--- src/hdl/flash_ctl_pkg.sv ---
// package: constants, commands and carriers of the flash mode and protection controller
package flash_ctl_pkg;
  // software register offsets (word index on the plain port)
  localparam logic [3:0] REG_CTRL = 4'h0;
  localparam logic [3:0] REG_ADDR = 4'h1;
  localparam logic [3:0] REG_WDATA = 4'h2;
  localparam logic [3:0] REG_STATUS = 4'h3;
  localparam logic [3:0] REG_RDATA = 4'h4;
  // control register fields
  localparam int CTRL_GO = 0;
  localparam int CTRL_OP_LO = 1;
  localparam int CTRL_OP_HI = 3;
  localparam int CTRL_HV_ID = 4;
  localparam int CTRL_HV_RST = 5;
  localparam logic [31:0] CTRL_RESET_VALUE = 32'h0000_0000;
  // operation codes in the control register
  localparam logic [2:0] OP_READ = 3'h0;
  localparam logic [2:0] OP_WRITE = 3'h1;
  localparam logic [2:0] OP_RESET = 3'h2;
  localparam logic [2:0] OP_ID_ENTER = 3'h3;
  localparam logic [2:0] OP_PROGRAM = 3'h4;
  localparam logic [2:0] OP_HW_RESET = 3'h5;
  // status register fields
  localparam int STAT_BUSY = 0;
  localparam int STAT_TIMEOUT = 1;
  localparam int STAT_DONE = 2;
  localparam int STAT_BAD_OP = 3;
  // command bytes and unlock addresses, set per part
  localparam logic [7:0] CMD_RESET = 8'hF0;
  localparam logic [7:0] CMD_ID = 8'h90;
  localparam logic [7:0] CMD_PROGRAM = 8'hA0;
  localparam logic [7:0] UNLOCK_DATA1 = 8'hAA;
  localparam logic [7:0] UNLOCK_DATA2 = 8'h55;
  localparam logic [19:0] UNLOCK_ADDR1 = 20'h00555;
  localparam logic [19:0] UNLOCK_ADDR2 = 20'h002AA;
  // identifier selector addresses on the low lines
  localparam logic [19:0] ID_MFR_ADDR = 20'h00000;
  localparam logic [19:0] ID_DEV_ADDR = 20'h00001;
  localparam logic [19:0] ID_PROT_ADDR = 20'h00002;
  localparam logic [7:0] PROT_CLEAR = 8'h00;
  // address line held low while the high-voltage id line is raised
  localparam int ID_GUARD_BIT = 6;
  localparam int TIMEOUT_BIT = 5;
  // pin timing
  localparam int CLK_NS = 10;
  localparam int SETUP_NS = 30;
  localparam int STROBE_NS = 60;
  localparam int HOLD_NS = 30;
  localparam int ACCESS_NS = 150;
  localparam int HWRST_NS = 500;
  localparam int GLITCH_NS = 5;
  localparam logic [7:0] SETUP_CYC = 8'((SETUP_NS + CLK_NS - 1) / CLK_NS);
  localparam logic [7:0] STROBE_CYC = 8'((STROBE_NS + CLK_NS - 1) / CLK_NS);
  localparam logic [7:0] HOLD_CYC = 8'((HOLD_NS + CLK_NS - 1) / CLK_NS);
  localparam logic [7:0] ACCESS_CYC = 8'((ACCESS_NS + CLK_NS - 1) / CLK_NS);
  localparam logic [7:0] HWRST_CYC = 8'((HWRST_NS + CLK_NS - 1) / CLK_NS);
  // pins toward the flash
  typedef struct packed {
    logic ce_n;
    logic oe_n;
    logic we_n;
    logic rst_n;
    logic rst_hv;
    logic addr_hv;
    logic [19:0] addr;
    logic [15:0] dq_out;
    logic dq_oe;
  } flash_pins_t;
endpackage

--- src/hdl/flash_ctl.sv ---
// flash mode and protection controller driving the parallel flash pins
// Behaviour
// - high-voltage id: A6 low, A1/A0 select
// - sector address on top bits; 00h unprotected
// - protect all sectors before unprotect
// - unlock cycles precede every program command
// - write only with ce, we low, oe high
// - timeout flag high means write reset
// - reset accepted at any address, leaves id
//
// Strobed register access and the placing of the registers were chosen for this implementation.
module flash_ctl (
  // clock and reset
  input wire logic clk,
  input wire logic reset,
  // software port
  input wire logic [3:0] sw_addr,
  input wire logic [31:0] sw_wdata,
  input wire logic sw_wr,
  input wire logic sw_rd,
  output logic [31:0] sw_rdata,
  // flash pins
  output flash_ctl_pkg::flash_pins_t pins,
  input wire logic [15:0] dq_in
);
  // ****************************************
  // sequencer state
  // ****************************************
  typedef enum logic [5:0] {
    S_IDLE = 6'b000001,
    S_SETUP = 6'b000010,
    S_STROBE = 6'b000100,
    S_HOLD = 6'b001000,
    S_NEXT = 6'b010000,
    S_HWRST = 6'b100000
  } state_t;

  state_t state_r, state_nxt;
  logic [7:0] cnt_r, cnt_nxt;
  logic [1:0] step_r, step_nxt;
  logic [1:0] last_r, last_nxt;
  logic is_read_r, is_read_nxt;
  logic [2:0] op_r, op_nxt;
  logic hv_id_r, hv_id_nxt;
  logic hv_rst_r, hv_rst_nxt;
  logic [19:0] addr_r, addr_nxt;
  logic [15:0] wdata_r, wdata_nxt;
  logic [15:0] rdata_r, rdata_nxt;
  logic done_r, done_nxt;
  logic timeout_r, timeout_nxt;
  logic bad_r, bad_nxt;
  logic [31:0] sw_rdata_nxt;
  flash_ctl_pkg::flash_pins_t pins_nxt;
  logic [15:0] dq_s1_r, dq_s2_r, dq_s3_r;

  // data of one bus cycle within a command sequence
  function automatic logic [35:0] cycle_of(input logic [2:0] op, input logic [1:0] step,
                                           input logic [19:0] a, input logic [15:0] d);
    case (step)
      2'd0: cycle_of = {flash_ctl_pkg::UNLOCK_ADDR1, 8'h00, flash_ctl_pkg::UNLOCK_DATA1};
      2'd1: cycle_of = {flash_ctl_pkg::UNLOCK_ADDR2, 8'h00, flash_ctl_pkg::UNLOCK_DATA2};
      2'd2: cycle_of = {flash_ctl_pkg::UNLOCK_ADDR1, 8'h00,
                        (op == flash_ctl_pkg::OP_ID_ENTER) ? flash_ctl_pkg::CMD_ID : flash_ctl_pkg::CMD_PROGRAM};
      default: cycle_of = {a, d};
    endcase
  endfunction

  // ****************************************
  // next state
  // ****************************************
  always_comb begin
    logic go;
    logic [35:0] cyc;
    go = 1'b0;
    cyc = 36'h0_0000_0000;
    state_nxt = state_r;
    cnt_nxt = cnt_r;
    step_nxt = step_r;
    last_nxt = last_r;
    is_read_nxt = is_read_r;
    op_nxt = op_r;
    hv_id_nxt = hv_id_r;
    hv_rst_nxt = hv_rst_r;
    addr_nxt = addr_r;
    wdata_nxt = wdata_r;
    rdata_nxt = rdata_r;
    done_nxt = done_r;
    timeout_nxt = timeout_r;
    bad_nxt = bad_r;
    pins_nxt = pins;
    sw_rdata_nxt = 32'h0000_0000;
    if (sw_wr) begin
      case (sw_addr)
        flash_ctl_pkg::REG_CTRL: begin
          op_nxt = sw_wdata[flash_ctl_pkg::CTRL_OP_HI:flash_ctl_pkg::CTRL_OP_LO];
          hv_id_nxt = sw_wdata[flash_ctl_pkg::CTRL_HV_ID];
          hv_rst_nxt = sw_wdata[flash_ctl_pkg::CTRL_HV_RST];
          go = sw_wdata[flash_ctl_pkg::CTRL_GO];
        end
        flash_ctl_pkg::REG_ADDR: addr_nxt = sw_wdata[19:0];
        flash_ctl_pkg::REG_WDATA: wdata_nxt = sw_wdata[15:0];
        default: ;
      endcase
    end
    if (sw_rd) begin
      case (sw_addr)
        flash_ctl_pkg::REG_CTRL: sw_rdata_nxt = {26'h000_0000, hv_rst_r, hv_id_r, op_r, 1'b0};
        flash_ctl_pkg::REG_ADDR: sw_rdata_nxt = {12'h000, addr_r};
        flash_ctl_pkg::REG_WDATA: sw_rdata_nxt = {16'h0000, wdata_r};
        flash_ctl_pkg::REG_STATUS: sw_rdata_nxt = {28'h000_0000, bad_r, done_r, timeout_r, state_r != S_IDLE};
        flash_ctl_pkg::REG_RDATA: sw_rdata_nxt = {16'h0000, rdata_r};
        default: sw_rdata_nxt = 32'h0000_0000;
      endcase
    end
    pins_nxt.rst_hv = hv_rst_nxt;
    pins_nxt.addr_hv = hv_id_nxt;
    case (state_r)
      S_IDLE: begin
        pins_nxt.ce_n = 1'b1;
        pins_nxt.oe_n = 1'b1;
        pins_nxt.we_n = 1'b1;
        pins_nxt.dq_oe = 1'b0;
        pins_nxt.rst_n = 1'b1;
        if (go) begin
          done_nxt = 1'b0;
          bad_nxt = 1'b0;
          step_nxt = 2'd3;
          last_nxt = 2'd3;
          is_read_nxt = 1'b0;
          cnt_nxt = flash_ctl_pkg::SETUP_CYC;
          state_nxt = S_SETUP;
          case (op_nxt)
            flash_ctl_pkg::OP_READ: is_read_nxt = 1'b1;
            flash_ctl_pkg::OP_WRITE: ;
            flash_ctl_pkg::OP_RESET: wdata_nxt = {8'h00, flash_ctl_pkg::CMD_RESET};
            flash_ctl_pkg::OP_ID_ENTER: begin
              step_nxt = 2'd0;
              last_nxt = 2'd2;
            end
            flash_ctl_pkg::OP_PROGRAM: step_nxt = 2'd0;
            flash_ctl_pkg::OP_HW_RESET: begin
              cnt_nxt = flash_ctl_pkg::HWRST_CYC;
              state_nxt = S_HWRST;
            end
            default: begin
              bad_nxt = 1'b1;
              done_nxt = 1'b1;
              state_nxt = S_IDLE;
            end
          endcase
        end
      end
      S_SETUP: begin
        // ce and address settle first, strobe opens last
        cyc = cycle_of(op_r, step_r, addr_r, wdata_r);
        pins_nxt.addr = cyc[35:16];
        pins_nxt.dq_out = cyc[15:0];
        pins_nxt.dq_oe = ~is_read_r;
        pins_nxt.ce_n = 1'b0;
        pins_nxt.oe_n = 1'b1;
        cnt_nxt = cnt_r - 8'h01;
        if (cnt_r <= 8'h01) begin
          // strobe held well above the glitch width
          cnt_nxt = is_read_r ? flash_ctl_pkg::ACCESS_CYC : flash_ctl_pkg::STROBE_CYC;
          state_nxt = S_STROBE;
        end
      end
      S_STROBE: begin
        if (is_read_r) begin
          pins_nxt.oe_n = 1'b0;
        end else begin
          pins_nxt.we_n = 1'b0;
        end
        cnt_nxt = cnt_r - 8'h01;
        if (cnt_r <= 8'h01) begin
          cnt_nxt = flash_ctl_pkg::HOLD_CYC;
          state_nxt = S_HOLD;
        end
      end
      S_HOLD: begin
        // strobe closes before ce so data is latched on we rising
        // take the word only once the last two sampling stages agree
        if (is_read_r && !pins.oe_n && dq_s2_r == dq_s3_r) begin
          rdata_nxt = dq_s3_r;
          timeout_nxt = dq_s3_r[flash_ctl_pkg::TIMEOUT_BIT];
        end
        pins_nxt.we_n = 1'b1;
        pins_nxt.oe_n = 1'b1;
        cnt_nxt = cnt_r - 8'h01;
        if (cnt_r <= 8'h01) begin
          pins_nxt.ce_n = 1'b1;
          pins_nxt.dq_oe = 1'b0;
          state_nxt = S_NEXT;
        end
      end
      S_NEXT: begin
        if (step_r == last_r) begin
          done_nxt = 1'b1;
          state_nxt = S_IDLE;
        end else begin
          step_nxt = step_r + 2'd1;
          cnt_nxt = flash_ctl_pkg::SETUP_CYC;
          state_nxt = S_SETUP;
        end
      end
      S_HWRST: begin
        pins_nxt.rst_n = 1'b0;
        cnt_nxt = cnt_r - 8'h01;
        if (cnt_r <= 8'h01) begin
          pins_nxt.rst_n = 1'b1;
          done_nxt = 1'b1;
          timeout_nxt = 1'b0;
          state_nxt = S_IDLE;
        end
      end
      default: state_nxt = S_IDLE;
    endcase
    // selector line forced low whenever the id line is at high voltage
    if (pins_nxt.addr_hv) begin
      pins_nxt.addr[flash_ctl_pkg::ID_GUARD_BIT] = 1'b0;
    end
  end

  // ****************************************
  // registers
  // ****************************************
  always_ff @(posedge clk) begin
    dq_s1_r <= dq_in;
    dq_s2_r <= dq_s1_r;
    dq_s3_r <= dq_s2_r;
    if (reset) begin
      state_r <= S_IDLE;
      cnt_r <= 8'h00;
      step_r <= 2'd0;
      last_r <= 2'd0;
      is_read_r <= 1'b0;
      op_r <= flash_ctl_pkg::OP_READ;
      hv_id_r <= 1'b0;
      hv_rst_r <= 1'b0;
      addr_r <= 20'h00000;
      wdata_r <= 16'h0000;
      rdata_r <= 16'h0000;
      done_r <= 1'b0;
      timeout_r <= 1'b0;
      bad_r <= 1'b0;
      sw_rdata <= 32'h0000_0000;
      pins <= '{ce_n: 1'b1, oe_n: 1'b1, we_n: 1'b1, rst_n: 1'b1, rst_hv: 1'b0, addr_hv: 1'b0,
                addr: 20'h00000, dq_out: 16'h0000, dq_oe: 1'b0};
    end else begin
      state_r <= state_nxt;
      cnt_r <= cnt_nxt;
      step_r <= step_nxt;
      last_r <= last_nxt;
      is_read_r <= is_read_nxt;
      op_r <= op_nxt;
      hv_id_r <= hv_id_nxt;
      hv_rst_r <= hv_rst_nxt;
      addr_r <= addr_nxt;
      wdata_r <= wdata_nxt;
      rdata_r <= rdata_nxt;
      done_r <= done_nxt;
      timeout_r <= timeout_nxt;
      bad_r <= bad_nxt;
      sw_rdata <= sw_rdata_nxt;
      pins <= pins_nxt;
    end
  end
endmodule

--- config.mk ---
export PLATFORM = sky130hd
export DESIGN_NAME = flash_ctl
export DESIGN_NICKNAME = d
export VERILOG_FILES = /design/src/hdl/flash_ctl_pkg.sv /design/src/hdl/flash_ctl.sv
export SDC_FILE = /design/constraint.sdc
export NUM_CORES = 1
export LEC_CHECK = 0
export BUFFER_PORTS_ARGS = -buffer_cell sky130_fd_sc_hd__buf_2
export CAP_MARGIN = 25
export CORE_ASPECT_RATIO = 1.75
export CORE_MARGIN = 2
export CORE_UTILIZATION = 59
export CTS_CLUSTER_DIAMETER = 80
export DETAILED_ROUTE_END_ITERATION = 8
export PLACE_DENSITY = 0.86
export SLEW_MARGIN = 30
export SYNTH_ARGS = -nofsm -noshare
export SYNTH_HDL_FRONTEND = slang
export SYNTH_SLANG_ARGS = --single-unit
--- constraint.sdc ---
create_clock -name clk -period 3.9 [get_ports clk]
set_clock_uncertainty 0.15 [all_clocks]
set_input_delay 0.585 -clock clk [delete_from_list [all_inputs] [get_ports clk]]
set_output_delay 0.585 -clock clk [all_outputs]
set_load 0.02 [all_outputs]
==> results.py <==
metrics = {
    "timing": {
        "grt_setup_unrepaired": "false",
        "drv_slew": 0,
        "tightestPinTransition_ns": 0.926,
        "setup_violations": 0,
        "min_period_ns": 2.88,
        "relSlewSlack_pct": 38.2,
        "setup_tns_ns": 0,
        "fmax_mhz": 347,
        "hold_viol_final": 0,
        "period_share_pct": 73.8,
    },
    "setup_path": {
        "end_kind": "flop",
        "critPathKind": "reg2reg",
        "r2r_slack_ns": 1.02,
        "r2r_start": "state_r[1]",
        "cp-startpoint": "state_r[1]",
        "critical_path_arrival_ns": 3.01,
        "crit_slowest_cell": "or4_1",
        "path_max_fanout": 16,
        "critical_path.max_stage_delay_ns": 0.81,
        "cp.required_ns": 4.03,
        "startpoint_type": "flop",
        "crit_chain": "or3_4, or4_4, or4_1, o21ai_0, a21oi_1",
    },
    "route": {
        "dr.pass1.iters": 6,
        "postRouteAntennaNets": 0,
        "vias": 6404,
        "viasPerCell": 5.98,
        "wire_per_inst_microns": 17.0,
        "finalWirelength_mm": 18.2,
        "dr.first_iter.drc_count": 548,
        "drc": 0,
    },
    "synthesis": {
        "yosysUniqueCellTypes": 65,
        "ys.flop_type": "dfxtp_1",
        "async_flop_share_pct": 0,
        "yosysWarnings": 0,
        "synth_edf_count": 0,
        "ys_ff_latch": 188,
        "postSynthAreaPerCell_sq_um": 8.86,
        "synth_area_sq_mm": 0.00722,
        "synth_top_area_share_pct": 52.2,
        "synth_cells": 814,
        "synth_top_cell_by_area": "dfxtp_1",
        "synth.area.top_cells": "dfxtp_1 52%, a21oi_1 6.7%, nand2_1 6.7%",
        "ys_seq_area_share_pct": 52.2,
    },
    "clocking": {
        "cts_buffers": 17,
        "cts_tree": "built",
        "cts-root-buf": "clkbuf_16",
        "cts_resized": 0,
        "max-clock-path-buffers": 2,
        "clk_pin_slew_worst_paths_ns": 0.07,
        "clock_latency_ns": 0.43,
        "numClockSinks": 188,
        "post_cts_buffers": 0,
        "h-tree-depth": 4,
        "hold_buffers": 0,
    },
    "placed_design": {
        "gp_congestion": 0.888,
        "dpl_cell_area_sq_mm": 0.00778,
        "numPortBuffers": 106,
        "place_hpwl_mm": 12.6,
    },
    "outcome": {
        "status": "complete, no violations",
    },
    "die": {
        "ios": 131,
        "coreArea_sq_mm": 0.0120,
        "dieArea_sq_mm": 0.0132,
        "die_h_microns": 150,
        "row_count": 53,
        "die_x_microns": 87.6,
        "start_util_pct": 60.1,
    },
    "hold_path": {
        "hold_path_class": "in2reg",
        "hold_start": "dq_in[4]",
    },
    "layout": {
        "fin_nets": 955,
        "layout-drive-gt1-share_pct": 18.0,
        "stdcell_area_sq_mm": 0.00836,
        "nFillCells": 924,
        "areaGrowthSynthToFinish_pct": 15.8,
        "n_antenna_cell": 0,
    },
    "flow_run": {
        "drv_cap": 0,
    },
    "global_route": {
        "antenna_found_initial": 0,
        "grt_pass1_wl_mm": 29.1,
        "track_usage_pct": 28.1,
        "grt_max_degree": 98,
        "overflow": 0,
        "first_global_vias": 6023,
    },
    "power_and_ir_drop": {
        "leakagePower_uw": 0.00320,
        "ir_drop_mv": 0.444,
        "p_per_area_mw_per_mm2": 569,
    },
}
[stage by stage]
step	worst slack [ns]	utilization, %	hold slack [ns]	total power (uW)	std cells
3_3_place_gp	1.00	64.8	0.162	3080	1039
4_1_cts	1.04	69.6	0.0949	4750	1071
2_1_floorplan	1.25	-	0.160	2850	825
6_report	1.02	69.6	0.102	4760	1071
3_5_place_dp	0.997	64.8	0.163	3090	1039
5_1_grt	0.787	69.6	0.0834	4950	1071
[per-layer routing]
metal / part of all wire [%] / track usage, % / vias to the layer above
li1: - / - / 3035
met5: 0 / 0 / -
met1: 36 / 31.4 / 2952
met2: 51 / 47.3 / 343
met4: 5.4 / 16.7 / 0
met3: 7.3 / 6.85 / 74
[area by class of cell]
cell class                 count  area (sq um)  share of cell area, %
clock buffer                  18           429                   5.13
clock inverter                14           149                   1.78
inverter                       8          30.0                  0.359
multi-input combinational    558          3140                   37.6
sequential                   188          3760                   45.0
tap                          165           206                   2.47
timing repair buffer         120           639                   7.65
[cells in the final DEF (no fill, tap or decap), drive strengths merged, types with 6 or more instances in the layout]
master,synthesis,routed
nor2b,7,7
clkbuf,48,18
nor3,22,22
dfxtp,188,188
nor4,9,9
nand2,128,128
buf,23,120
nand4,22,22
ha,6,6
and3,6,6
a31oi,10,10
a222oi,17,17
o21ai,35,35
and2,11,11
xor2,17,17
a211oi,12,12
inv,8,15
nand3,26,26
a21oi,96,96
xnor2,7,7
conb,1,12
nor2,50,50
[final timing paths]
kind,endpoint,cells after the start
max,rdata_r[15],5
min,dq_s1_r[4],1
max reg2reg,rdata_r[15],5
min reg2reg,dq_s2_r[5],0
[cells in the mapped netlist, drive strengths merged (9+ instances only)]
cell type	number
nand2	128
dfxtp	188
a31oi	10
o21ai	35
a222oi	17
buf	23
nand3	26
nor4	9
a21oi	96
and2	11
nor3	22
nor2	50
nand4	22
a211oi	12
clkbuf	48
xor2	17
[where the power goes]
part | switching [uW] | internal (uW)
clock | 822 | 857
combinational | 599 | 334
sequential | 118 | 2030
[registers in the layout, indices dropped and copies added (netlist names), 2 cells and up]
register,cells
op_r,3
pins,41
rdata_r,16
sw_rdata,20
wdata_r,16
addr_r,20
last_r,2
dq_s1_r,16
cnt_r,8
state_r,6
step_r,2
dq_s3_r,16
dq_s2_r,16
[kinds of logic after synthesis]
| family | after synthesis | synth area share [%] |
|---|---|---|
| xor+xnor | 24 | 2.91 |
| mux | 4 | 0.590 |
| compound gates | 203 | 17.5 |
| buf+inv | 79 | 5.13 |
| simple gates | 309 | 20.7 |
| fa+ha+maj | 6 | 1.04 |
| other cells | 1 | 0.0520 |
| flops | 188 | 52.2 |
[worst max-delay path, delay by kind of cell (launching register included)]
family,cells,cell delay [ns]
AO/OA/AOI/OAI,2,0.34
flip-flops,1,0.45
AND/OR/NAND/NOR,3,1.79
Power figures use the tool's default switching activity.
